**config.mk**
```make
export PLATFORM = sky130hd
export DESIGN_NAME = bitrev_and_program_space_agu
export DESIGN_NICKNAME = d
export VERILOG_FILES = /design/src/bitrev_and_program_space_agu.v /design/src/bitrev_adder.v
export VERILOG_INCLUDE_DIRS = /design/src
export SDC_FILE = /design/constraint.sdc
export NUM_CORES = 1
export LEC_CHECK = 0
export ABC_CLOCK_PERIOD_IN_PS = 3200
export BUFFER_PORTS_ARGS = -buffer_cell sky130_fd_sc_hd__buf_2
export CAP_MARGIN = 25
export CORE_AREA = 2 2 129 131
export CTS_BUF_LIST = sky130_fd_sc_hd__clkbuf_4 sky130_fd_sc_hd__clkbuf_8 sky130_fd_sc_hd__clkbuf_16
export DETAILED_ROUTE_END_ITERATION = 12
export DIE_AREA = 0 0 131 133
export GPL_ROUTABILITY_DRIVEN = 0
export PLACE_DENSITY = 0.79
export SETUP_SLACK_MARGIN = 0.5
export SYNTH_ARGS = -nofsm -noshare
export SYNTH_HDL_FRONTEND = slang
export SYNTH_HIERARCHICAL = 1
export SYNTH_SLANG_ARGS = --single-unit
```
**constraint.sdc**
```tcl
create_clock -name aclk -period 3.2 [get_ports aclk]
set_input_delay 0.16 -clock aclk [delete_from_list [all_inputs] [get_ports aclk]]
set_output_delay 0.16 -clock aclk [all_outputs]
set_load 0.005 [all_outputs]
```
**src/agu_defs.vh**
```
/*
 * Constants for the bit-reversed and program-space address generator:
 * register byte offsets, field positions, reset values, addressing mode codes
 * and bus response codes.
 * Assumes inclusion by bare name from the design files that need it.
 */
`ifndef AGU_DEFS_VH
`define AGU_DEFS_VH

// ==========================================================================
// Register byte offsets
`define OFS_MODE_CTRL      8'h00
`define OFS_BITREV_CTRL    8'h04
`define OFS_TABLE_PAGE     8'h08
`define OFS_VIS_PAGE       8'h0C
`define OFS_CORE_CTRL      8'h10
`define OFS_LAST_PROG      8'h14
`define OFS_LAST_XW        8'h18

// ==========================================================================
// Field positions
`define XMOD_EN_BIT        15
`define SEL_HI             11
`define SEL_LO             8
`define XMOD_PTR_HI        3
`define XMOD_PTR_LO        0
`define BITREV_EN_BIT      15
`define PIVOT_HI           14
`define PIVOT_LO           0
`define TBL_CONFIG_BIT     7
`define VIS_EN_BIT         2
`define PTR_DISABLED       4'hF

// ==========================================================================
// Reset values
`define RST_MODE_CTRL      16'h0FFF
`define RST_BITREV_CTRL    16'h0000
`define RST_TABLE_PAGE     8'h00
`define RST_VIS_PAGE       8'h00
`define RST_CORE_CTRL      16'h0000

// ==========================================================================
// Indirect addressing mode codes
`define AM_INDIRECT        3'h0
`define AM_POST_DEC        3'h1
`define AM_POST_INC        3'h2
`define AM_PRE_DEC         3'h3
`define AM_PRE_INC         3'h4
`define AM_OFFSET          3'h5

// ==========================================================================
// Bus responses
`define RESP_OKAY          2'h0
`define RESP_SLVERR        2'h2

`endif

```
**src/bitrev_and_program_space_agu.v**
```verilog
/*
 * X write address generation with bit-reversed modification, and program
 * space address construction for table and visibility accesses, with an
 * AXI4-Lite register slave.
 * Assumes pipeline requests on aclk, one cycle wide, and one outstanding
 * bus read and write at a time.
 */
// Operation
// - Bit reversal needs selector not 15, enable set, and pre/post increment.
// - Pivot modifier held in bits 14:0 of bit reverse control.
// - Reversed addresses are word addresses, bit 0 clear, pivot scaled to bytes.
// - Reversal only on word writes with pre or post increment.
// - Reversal adds reversed pivot to pointer, ignores increment, clears bit 0.
// - Reversal beats circular correction on X write; X read keeps circular.
// - Sixteen entry buffer reverses four index bits, 1 to 8, 3 to 12.
// - Table address is table page above 16-bit effective address.
// - Table page bit 7 picks user or configuration memory.
// - Upper half data address maps to visibility page plus low 15 bits.
// - Visibility accesses stay in user memory, program bit 23 zero.
// - Program bit 15 comes from visibility page bit 0.
// - Visibility accesses are read only and give the low word.
// - Table instructions reach every byte of program words, reading and writing.
// - Reversal only on the X generator and only for data writes.
// - Remapping only while visibility enable, core control bit 2, is set.
`timescale 1ns/1ps
`include "agu_defs.vh"

module bitrev_and_program_space_agu #(
  parameter ADDR_W = 8
) (
  input  wire              aclk,
  input  wire              aresetn,
  input  wire [ADDR_W-1:0] awaddr,
  input  wire [2:0]        awprot,
  input  wire              awvalid,
  output wire              awready,
  input  wire [31:0]       wdata,
  input  wire [3:0]        wstrb,
  input  wire              wvalid,
  output wire              wready,
  output reg  [1:0]        bresp,
  output reg               bvalid,
  input  wire              bready,
  input  wire [ADDR_W-1:0] araddr,
  input  wire [2:0]        arprot,
  input  wire              arvalid,
  output wire              arready,
  output reg  [31:0]       rdata,
  output reg  [1:0]        rresp,
  output reg               rvalid,
  input  wire              rready,
  input  wire              xw_req,
  input  wire [3:0]        xw_ptr_num,
  input  wire [15:0]       xw_ptr,
  input  wire [2:0]        xw_mode,
  input  wire              xw_byte,
  output reg               xw_done,
  output reg  [15:0]       xw_ea,
  output reg  [15:0]       xw_ptr_next,
  output reg               xw_ptr_wb,
  output reg               xw_bitrev_used,
  output reg               xw_modulo_en,
  output reg               xr_modulo_en,
  input  wire              pa_req,
  input  wire              pa_table,
  input  wire              pa_write,
  input  wire [15:0]       pa_ea,
  output reg               pa_done,
  output reg  [23:0]       prog_addr,
  output reg               prog_config,
  output reg               prog_psv,
  output reg               prog_write,
  output reg               prog_refused
);

  // ========================================================================
  // Register state
  reg  [15:0] addressing_mode_control;
  reg  [15:0] bit_reverse_control;
  reg  [7:0]  table_page;
  reg  [7:0]  visibility_page;
  reg  [15:0] core_control;

  wire [3:0]  bitrev_pointer_select;
  wire        bitrev_enable;
  wire [14:0] pivot_modifier;
  wire        visibility_enable;
  wire        xmod_on;
  wire [3:0]  xmod_ptr;

  assign bitrev_pointer_select = addressing_mode_control[`SEL_HI:`SEL_LO];
  assign xmod_on               = addressing_mode_control[`XMOD_EN_BIT];
  assign xmod_ptr              = addressing_mode_control[`XMOD_PTR_HI:`XMOD_PTR_LO];
  assign bitrev_enable         = bit_reverse_control[`BITREV_EN_BIT];
  assign pivot_modifier        = bit_reverse_control[`PIVOT_HI:`PIVOT_LO];
  assign visibility_enable     = core_control[`VIS_EN_BIT];

  // ========================================================================
  // Register decode, shared by the read and write paths
  function [2:0] reg_code;
    input [ADDR_W-1:0] a;
    begin
      case (a[7:0])
        `OFS_MODE_CTRL:   reg_code = 3'h1;
        `OFS_BITREV_CTRL: reg_code = 3'h2;
        `OFS_TABLE_PAGE:  reg_code = 3'h3;
        `OFS_VIS_PAGE:    reg_code = 3'h4;
        `OFS_CORE_CTRL:   reg_code = 3'h5;
        `OFS_LAST_PROG:   reg_code = 3'h6;
        `OFS_LAST_XW:     reg_code = 3'h7;
        default:          reg_code = 3'h0;
      endcase
    end
  endfunction

  function [15:0] merge16;
    input [15:0] old;
    input [31:0] d;
    input [3:0]  s;
    begin
      merge16 = {s[1] ? d[15:8] : old[15:8], s[0] ? d[7:0] : old[7:0]};
    end
  endfunction

  // ========================================================================
  // AXI4-Lite write channel
  // Address and data are taken together; either arriving alone waits.
  wire       wr_take;
  wire [2:0] wr_code;

  assign wr_take = awvalid && wvalid && !bvalid;
  assign awready = wr_take;
  assign wready  = wr_take;
  assign wr_code = reg_code(awaddr);

  always @(posedge aclk) begin
    if (!aresetn) begin
      addressing_mode_control <= `RST_MODE_CTRL;
      bit_reverse_control     <= `RST_BITREV_CTRL;
      table_page              <= `RST_TABLE_PAGE;
      visibility_page         <= `RST_VIS_PAGE;
      core_control            <= `RST_CORE_CTRL;
      bvalid                  <= 1'b0;
      bresp                   <= `RESP_OKAY;
    end else begin
      if (wr_take) begin
        bvalid <= 1'b1;
        bresp  <= (wr_code == 3'h0) ? `RESP_SLVERR : `RESP_OKAY;
        case (wr_code)
          3'h1: addressing_mode_control <= merge16(addressing_mode_control, wdata, wstrb);
          3'h2: bit_reverse_control     <= merge16(bit_reverse_control, wdata, wstrb);
          3'h3: table_page              <= wstrb[0] ? wdata[7:0] : table_page;
          3'h4: visibility_page         <= wstrb[0] ? wdata[7:0] : visibility_page;
          3'h5: core_control            <= merge16(core_control, wdata, wstrb);
          default: begin
          end
        endcase
      end else if (bready) begin
        bvalid <= 1'b0;
      end
    end
  end

  // ========================================================================
  // AXI4-Lite read channel
  wire [2:0] rd_code;

  assign arready = !rvalid;
  assign rd_code = reg_code(araddr);

  always @(posedge aclk) begin
    if (!aresetn) begin
      rvalid <= 1'b0;
      rdata  <= 32'h00000000;
      rresp  <= `RESP_OKAY;
    end else begin
      if (arvalid && !rvalid) begin
        rvalid <= 1'b1;
        rresp  <= (rd_code == 3'h0) ? `RESP_SLVERR : `RESP_OKAY;
        case (rd_code)
          3'h1:    rdata <= {16'h0000, addressing_mode_control};
          3'h2:    rdata <= {16'h0000, bit_reverse_control};
          3'h3:    rdata <= {24'h000000, table_page};
          3'h4:    rdata <= {24'h000000, visibility_page};
          3'h5:    rdata <= {16'h0000, core_control};
          3'h6:    rdata <= {8'h00, prog_addr};
          3'h7:    rdata <= {16'h0000, xw_ea};
          default: rdata <= 32'h00000000;
        endcase
      end else if (rready) begin
        rvalid <= 1'b0;
      end
    end
  end

  // ========================================================================
  // X write address generator
  wire        is_inc;
  wire        is_dec;
  wire        is_pre;
  wire        bitrev_cond;
  wire [15:0] step;
  wire [15:0] normal_next;
  wire [15:0] bitrev_next;
  wire        xmod_match;

  assign is_inc = (xw_mode == `AM_PRE_INC) || (xw_mode == `AM_POST_INC);
  assign is_dec = (xw_mode == `AM_PRE_DEC) || (xw_mode == `AM_POST_DEC);
  assign is_pre = (xw_mode == `AM_PRE_INC) || (xw_mode == `AM_PRE_DEC);

  // Only the selected pointer on the X write path, words, increment modes
  assign bitrev_cond = (bitrev_pointer_select != `PTR_DISABLED) &&
                       (xw_ptr_num == bitrev_pointer_select) &&
                       bitrev_enable && is_inc && !xw_byte;

  assign step        = xw_byte ? 16'h0001 : 16'h0002;
  assign normal_next = is_inc ? xw_ptr + step :
                       is_dec ? xw_ptr - step : xw_ptr;

  // Reverse-carry add; the increment offset plays no part here
  bitrev_adder #(
    .AW (16)
  ) u_bitrev (
    .base   (xw_ptr),
    .pivot  (pivot_modifier),
    .result (bitrev_next)
  );

  assign xmod_match = xmod_on && (xmod_ptr != `PTR_DISABLED) && (xw_ptr_num == xmod_ptr);

  always @(posedge aclk) begin
    if (!aresetn) begin
      xw_done        <= 1'b0;
      xw_ea          <= 16'h0000;
      xw_ptr_next    <= 16'h0000;
      xw_ptr_wb      <= 1'b0;
      xw_bitrev_used <= 1'b0;
      xw_modulo_en   <= 1'b0;
      xr_modulo_en   <= 1'b0;
    end else begin
      xw_done      <= xw_req;
      // Circular correction on reads is unaffected by reversal
      xr_modulo_en <= xmod_on && (xmod_ptr != `PTR_DISABLED);
      if (xw_req) begin
        xw_bitrev_used <= bitrev_cond;
        xw_ptr_wb      <= is_inc || is_dec;
        xw_modulo_en   <= xmod_match && !bitrev_cond;
        if (bitrev_cond) begin
          xw_ptr_next <= bitrev_next;
          xw_ea       <= is_pre ? bitrev_next : {xw_ptr[15:1], 1'b0};
        end else begin
          xw_ptr_next <= normal_next;
          xw_ea       <= is_pre ? normal_next : xw_ptr;
        end
      end
    end
  end

  // ========================================================================
  // Program space address construction
  wire psv_hit;

  // Table operations suspend visibility remapping
  assign psv_hit = !pa_table && pa_ea[15] && visibility_enable;

  always @(posedge aclk) begin
    if (!aresetn) begin
      pa_done      <= 1'b0;
      prog_addr    <= 24'h000000;
      prog_config  <= 1'b0;
      prog_psv     <= 1'b0;
      prog_write   <= 1'b0;
      prog_refused <= 1'b0;
    end else begin
      pa_done      <= pa_req && (pa_table || (psv_hit && !pa_write));
      prog_refused <= pa_req && psv_hit && pa_write;
      if (pa_req && pa_table) begin
        prog_addr   <= {table_page, pa_ea};
        prog_config <= table_page[`TBL_CONFIG_BIT];
        prog_psv    <= 1'b0;
        prog_write  <= pa_write;
      end else if (pa_req && psv_hit && !pa_write) begin
        // Bit 15 comes from the page, since data bit 15 is always set here
        prog_addr   <= {1'b0, visibility_page, pa_ea[14:0]};
        prog_config <= 1'b0;
        prog_psv    <= 1'b1;
        prog_write  <= 1'b0;
      end
    end
  end

endmodule

```
**src/bitrev_adder.v**
```verilog
/*
 * Reverse-carry adder: adds a word pivot, scaled to bytes, to a byte pointer
 * with carries running from the top bit downward.
 * Assumes word data; the pointer's bit 0 is ignored and the result's is clear.
 */
`timescale 1ns/1ps

module bitrev_adder #(
  parameter AW = 16
) (
  input  wire [AW-1:0] base,
  input  wire [AW-2:0] pivot,
  output wire [AW-1:0] result
);

  wire [AW-1:0] base_even;
  wire [AW-1:0] scaled;
  wire [AW-1:0] rev_base;
  wire [AW-1:0] rev_pivot;
  wire [AW-1:0] rev_sum;
  wire [AW-1:0] sum_back;

  // ========================================================================
  // Reversal wiring
  assign base_even = {base[AW-1:1], 1'b0};
  assign scaled    = {pivot, 1'b0};

  genvar i;
  generate
    for (i = 0; i < AW; i = i + 1) begin : g_rev
      assign rev_base[i]  = base_even[AW-1-i];
      assign rev_pivot[i] = scaled[AW-1-i];
      assign sum_back[i]  = rev_sum[AW-1-i];
    end
  endgenerate

  // Carry out of the top of the reversed sum is dropped on purpose
  assign rev_sum = rev_base + rev_pivot;
  assign result  = {sum_back[AW-1:1], 1'b0};

endmodule

```
### Word level (Yosys, flattened, before mapping)

Index checks and enable logic that the tools add are counted.

| word-level totals | value |
|---|---|
| logic and storage cells | 128 |
| register bits | 168 |
| input port bits | 109 |

| operators by class | value |
|---|---|
| eq/ne operators | 32 |
| reductions and logical operators | 45 |
| multiplexer cells | 21 |
| $add $sub $neg | 3 |
| bitwise gates (word level) | 1 |

Operator list:

| operator | number |
|---|---|
| $pmux W24 S7 | 1 |
| $mux W16 | 6 |
| $eq A8 B5 Y1 const B | 6 |
| $mux W24 | 2 |
| $pmux W3 S7 | 2 |
| $eq A8 B4 Y1 const B | 4 |
| $reduce_and A3 Y1 | 8 |
| $eq A3 B3 Y1 const B | 7 |
| $eq A3 B2 Y1 const B | 6 |
| $logic_and A1 B1 Y1 | 18 |
| $add A16 B2 Y16 | 1 |
| $eq A8 B3 Y1 const B | 2 |
| $logic_not A8 Y1 | 2 |
| $sub A16 B2 Y16 | 1 |
| $add A15 B15 Y15 | 1 |
| $eq A3 B1 Y1 const B | 3 |
| $eq A4 B4 Y1 | 2 |
| $ne A4 B4 Y1 const B | 2 |
| $mux W1 | 7 |
| $logic_not A1 Y1 | 6 |
| $logic_not A3 Y1 | 2 |
| $mux W2 | 3 |
| $reduce_bool A2 Y1 | 3 |
| $logic_or A1 B1 Y1 | 5 |
| other kinds (2) | 2 |

### Depth between registers and ports, before layout

| depth | value |
|---|---|
| depth in word-level cells | 7 |
| gate-level depth with buffers | 10 |
| depth with buffers taken out | 10 |

### Hierarchy

The synthesis kept the hierarchy.

By module, submodules not included:

| module | area an instance (sq um) | cells an instance | sequential area each (sq um) | instances |
|---|---|---|---|---|
| bitrev_and_program_space_agu | 7702.4 | 895 | 3143.0 | 1 |
| bitrev_adder | 674.4 | 88 | 0.0 | 1 |

### Least setup slack after synthesis

Ideal clock, no wire load.

| timing | value |
|---|---|
| path kind | input to register |
| start | in xw_ptr[0] |
| end | reg xw_ea[10] |
| stages | 9 |
| slack | 0.852 ns |
| required time | 3.119 ns |
| buffers on the path | 0 |
| setup time | 0.081 ns |
| data arrival time | 2.267 ns |
| cell sequence | inv_1 > ha_1 > inv_1 > fa_1 > or4b_1 > nor4_1 > a41oi_1 > or4_1 > a41oi_1 |

| on the way | value |
|---|---|
| longest elaborated chain between the ends | 5 |
| elaborated cells between the ends (all ways) | 6 |
| those cells by class | 2 x add/sub; 4 x mux |

Ends and longest elaborated chain:

| what | RTL line | source |
|---|---|---|
| from (decl) | bitrev_and_program_space_agu.v:54 | `input wire [15:0] xw_ptr,` |
| $sub A16 B2 Y16 | bitrev_and_program_space_agu.v:218 | `is_dec ? xw_ptr - step : xw_ptr;` |
| $mux W16 | bitrev_and_program_space_agu.v:218 |  |
| $mux W16 * | bitrev_and_program_space_agu.v:217 | `assign normal_next = is_inc ? xw_ptr + step :` |
| $mux W16 * | bitrev_and_program_space_agu.v:253 | `xw_ea <= is_pre ? normal_next : xw_ptr;` |
| $mux W16 * | bitrev_and_program_space_agu.v:248 | `if (bitrev_cond) begin` |
| to (signal assigned) | bitrev_and_program_space_agu.v:250 | `xw_ea <= is_pre ? bitrev_next : {xw_ptr[15:1], 1'b0};` |
| to (signal assigned) | bitrev_and_program_space_agu.v:253 |  |
| to (decl) | bitrev_and_program_space_agu.v:58 | `output reg [15:0] xw_ea,` |

Mark *: on every way between the ends. The rest lies on a longest branch, timed or not.
A chain may end at the register's enable or synchronous reset.

### Final worst setup path

| timing | value |
|---|---|
| start | reg bit_reverse_control[14] |
| end | reg xw_ea[1] |

| on the way | value |
|---|---|
| longest elaborated chain between the ends | 3 |

Ends and longest elaborated chain:

| what | RTL line | source |
|---|---|---|
| from (decl) | bitrev_and_program_space_agu.v:79 | `reg [15:0] bit_reverse_control;` |
| from (signal assigned) | bitrev_and_program_space_agu.v:139 | `` bit_reverse_control <= `RST_BITREV_CTRL; `` |
| from (signal assigned) | bitrev_and_program_space_agu.v:151 | `3'h2: bit_reverse_control <= merge16(bit_reverse_control, wdata, wstrb);` |
| $add A15 B15 Y15 | bitrev_adder.v:38 | `assign rev_sum = rev_base + rev_pivot;` |
| named net bitrev_next[1] | bitrev_and_program_space_agu.v:204 | `wire [15:0] bitrev_next;` |
| $mux W16 | bitrev_and_program_space_agu.v:250 |  |
| $mux W16 | bitrev_and_program_space_agu.v:248 |  |

The timed path passes the listed nets, and every way through them passes these cells.

==> impl_results.md <==
* Outcome: complete, no violations
* Slew Limit Fails at 0
* Worst vdd rail ir drop at around 0.4 mV
* Largest net degree at the start of global routing at 57
* Starting DRT DRC Count at 829
* Max-cap violations at 0
* Count leader, synth: dfxtp_1
* Clock-pin slew on the worst setup and hold paths at approximately 60 ps
* Post-Syn Instances at approximately 1000
* Critical path's slowest cell: fa_1
* Clock Skew at a little under 8 ps
* Final setup margin at 662 ps
* Number of fillers in the final layout at roughly 1400
* First-pass GRT wire length at ~40000 µm
* DR pass1 iterations at 6
* Ys async rst share at 0%
* Avg WL per Cell at 18.7 µm
* Final setup fails at 0
* Gate family responsible for the most delay along the worst path: compound AO/OA/AOI/OAI gates
* Final core occ at between 60% and 70%
* Crit path kind: flop to flop
* Sequential area share after synthesis at between 30% and 40%
* Critical path required time at 3500 ps
* CTS root buf: clkbuf_16
* Unrepaired setup endpoints after global routing: no
* Fmax at just under 400 MHz
* Hold Crit Start: bready
* Synth Cell Area at between 8000 and 9000 µm²
* # IOs at around 220
* CP Launch Point: bit_reverse_control[14]$_SDFFE_PN0P_
* Routed vias/inst at between 5 and 6
* Worst-skew pair later-pin latency at around 440 ps
* Met1 Use GR at between 30% and 40%
* Commonest cells in the synthesized netlist: 157 x dfxtp_1, 142 x nand2_1, 108 x nor2_1
* Number of global-route vias before repair at 7657
* Routed Antenna Nets at 0
* Worst Setup End Kind: flop
* Crit-path cells: ha_1, fa_1, a21oi_1, o21ai_2, o32ai_1, o31ai_1, xnor2_1, mux2_2, nand2_1, a31oi_1
* Leak at roughly 4.9 nW
* Top_reg_cell synth: dfxtp_1
* Core area at between 15000 and 20000 µm²
* Worst Hold Class: input pin to flop
* Total track usage at approximately 30%
* CTS tree: built
* Initial Utilization at around half
* Max Root-Sink Buffers at 2
* CP peak stage delay at approximately 400 ps
* Chip height at between 100 and 150 µm
* Yosys top cell area share at 37.5%
* Startpoint types: flop
* Total gr overflow at 0
* Syn Area/Cell at about 8.5 µm²
* Post-synth EDFFs at 0
* Initial antenna violation count at 1
* Flops & latches, synth at approximately 160
* Chip width at ~130 µm
* DRC Markers at 0
* Slew HR at 41.1%
* Final cycle utilization of the critical path at approximately four fifths
* Post-DP HPWL at between 15000 and 20000 µm
* Vias after detailed routing at between 8000 and 9000
* Post-route setup TNS at 0 ps
* Setup WS pre-CTS at 485 ps
* PortBufs at approximately 180
* GR peak layer: met2
* Area Growth Syn to Fin at 21.7%
* Cell taking the most area after synthesis: dfxtp_1
* PwrDens at between 400 and 500 nW/µm²
* # nets final at 1286
* Post_cts resized at 0
* Area contributors post-synth: dfxtp_1 38%, mux2i_1 11%, nand2_1 6.4%
* Bufs and invs on worst path at 0
* Reg2reg start: bit_reverse_control[14]$_SDFFE_PN0P_
* Final hold vios at 0
* Worst endpoint data arrival time at between 2000 and 3000 ps
* Final WL at between 20000 and 30000 µm
* Site Rows at 47
* GR Util met2 at 46.7%
* Ys Warns at 6
* GR Layer Usage met3 at 6.27%
* H-tree depth at 4
* Max Fanout on Critical Path at 4
* Post-layout min period at approximately 2500 ps
* Clk sinks at ~160
* CTS buffer count at 17
* Die footprint at 17400 µm²
* Layout cells sized above 1 at approximately 22%
* Worst-Margin Slew at between 800 and 900 ps
* Number of library cell types mapped by synthesis at 70
## per-layer routing
metal	up-vias	routed length (µm)
met1	3903	10800
met4	0	923
met2	437	12100
met5	-	0
met3	70	2120
li1	3892	-
## layout by cell type (no fill, tap or decap), drive strengths merged, types with 7 or more instances in the layout
cell type / Yosys / layout
clkbuf: 50 / 19
dfxtp: 157 / 157
nor2: 108 / 108
ha: 18 / 18
mux2: 14 / 14
nand4: 10 / 10
conb: 2 / 11
a21oi: 53 / 53
buf: 27 / 199
xor2: 12 / 12
nor3: 9 / 9
a222oi: 16 / 16
xnor2: 21 / 21
a22o: 26 / 26
nand2: 142 / 142
mux2i: 88 / 88
o211ai: 7 / 7
a211oi: 16 / 16
and3: 12 / 12
o21ai: 37 / 37
a31oi: 16 / 16
nand3: 21 / 21
dlygate4sd3: 0 / 23
inv: 11 / 18
## tightest hold or removal path: cells and delay by family
kind / cells / cell delay (ps)
compound gates: 1 / 50
simple gates: 1 / 70
buf+inv: 2 / 130
## where the power goes
part | switching, mW | total, mW | leakage [nW] | internal (mW)
Sequential | 0.0447 | 2.05 | 1.28 | 2.00
Clock | 0.892 | 2.02 | 0.276 | 1.13
Combinational | 0.310 | 0.521 | 3.35 | 0.211
## sequential cells by signal, summed over array words and instances, names as in the netlist, 8 cells and up
register / cells
addressing_mode_control: 16
xw_ptr_next: 16
rdata: 24
core_control: 16
visibility_page: 8
table_page: 8
prog_addr: 24
xw_ea: 16
bit_reverse_control: 16
## repair_timing
item,CTS,global route
buffers inserted,0,0
hold buffers,23,0
endpoints found under the hold margin,25,0
## cells by family after synthesis
kind of cell | after synthesis | share of synthesized area, %
flip-flops | 157 | 37.5
multiplexers | 102 | 12.4
adder cells (fa/ha/maj) | 21 | 3.41
other | 2 | 0.0897
AND/OR/NAND/NOR | 360 | 20.2
buffers and inverters | 89 | 4.70
AO/OA/AOI/OAI | 219 | 18.3
XOR/XNOR | 33 | 3.45
## final timing paths
kind / end / slack [ps] / depth (start not counted)
worst min register to register: rdata[18]$_SDFFE_PN0P_ / 450 / 2
worst max register to register: xw_ea[1]$_SDFFE_PN0P_ / 660 / 10
worst max-delay path: xw_ea[1]$_SDFFE_PN0P_ / 660 / 10
worst min-delay path: bvalid$_SDFFE_PN0P_ / 9 / 4
## area by class of cell
class / instances / area, µm² / share of cell area (%)
Inverter: 12 / 45.0 / 0.442
Timing Repair Buffer: 222 / 1270 / 12.5
Clock inverter: 12 / 125 / 1.23
Multi-Input combinational cell: 746 / 4870 / 47.8
Tap cell: 220 / 275 / 2.70
Antenna cell: 1 / 2.50 / 0.0246
Sequential cell: 157 / 3140 / 30.8
Clock buffer: 19 / 453 / 4.44
## per-stage QoR
stage / hold slack [ps] / instances / total power [mW] / area, µm²
2_1_floorplan: 259 / 992 / 2.36 / 8410
3_3_place_gp: 350 / 1333 / 2.57 / 9370
3_5_place_dp: 345 / 1334 / 2.58 / 9380
4_1_cts: 4.50 / 1388 / 4.58 / 10200
5_1_grt: 18.1 / 1388 / 4.74 / 10200
6_report: 9.48 / 1389 / 4.59 / 10200
Note: power is estimated with default switching activity, not from simulation.
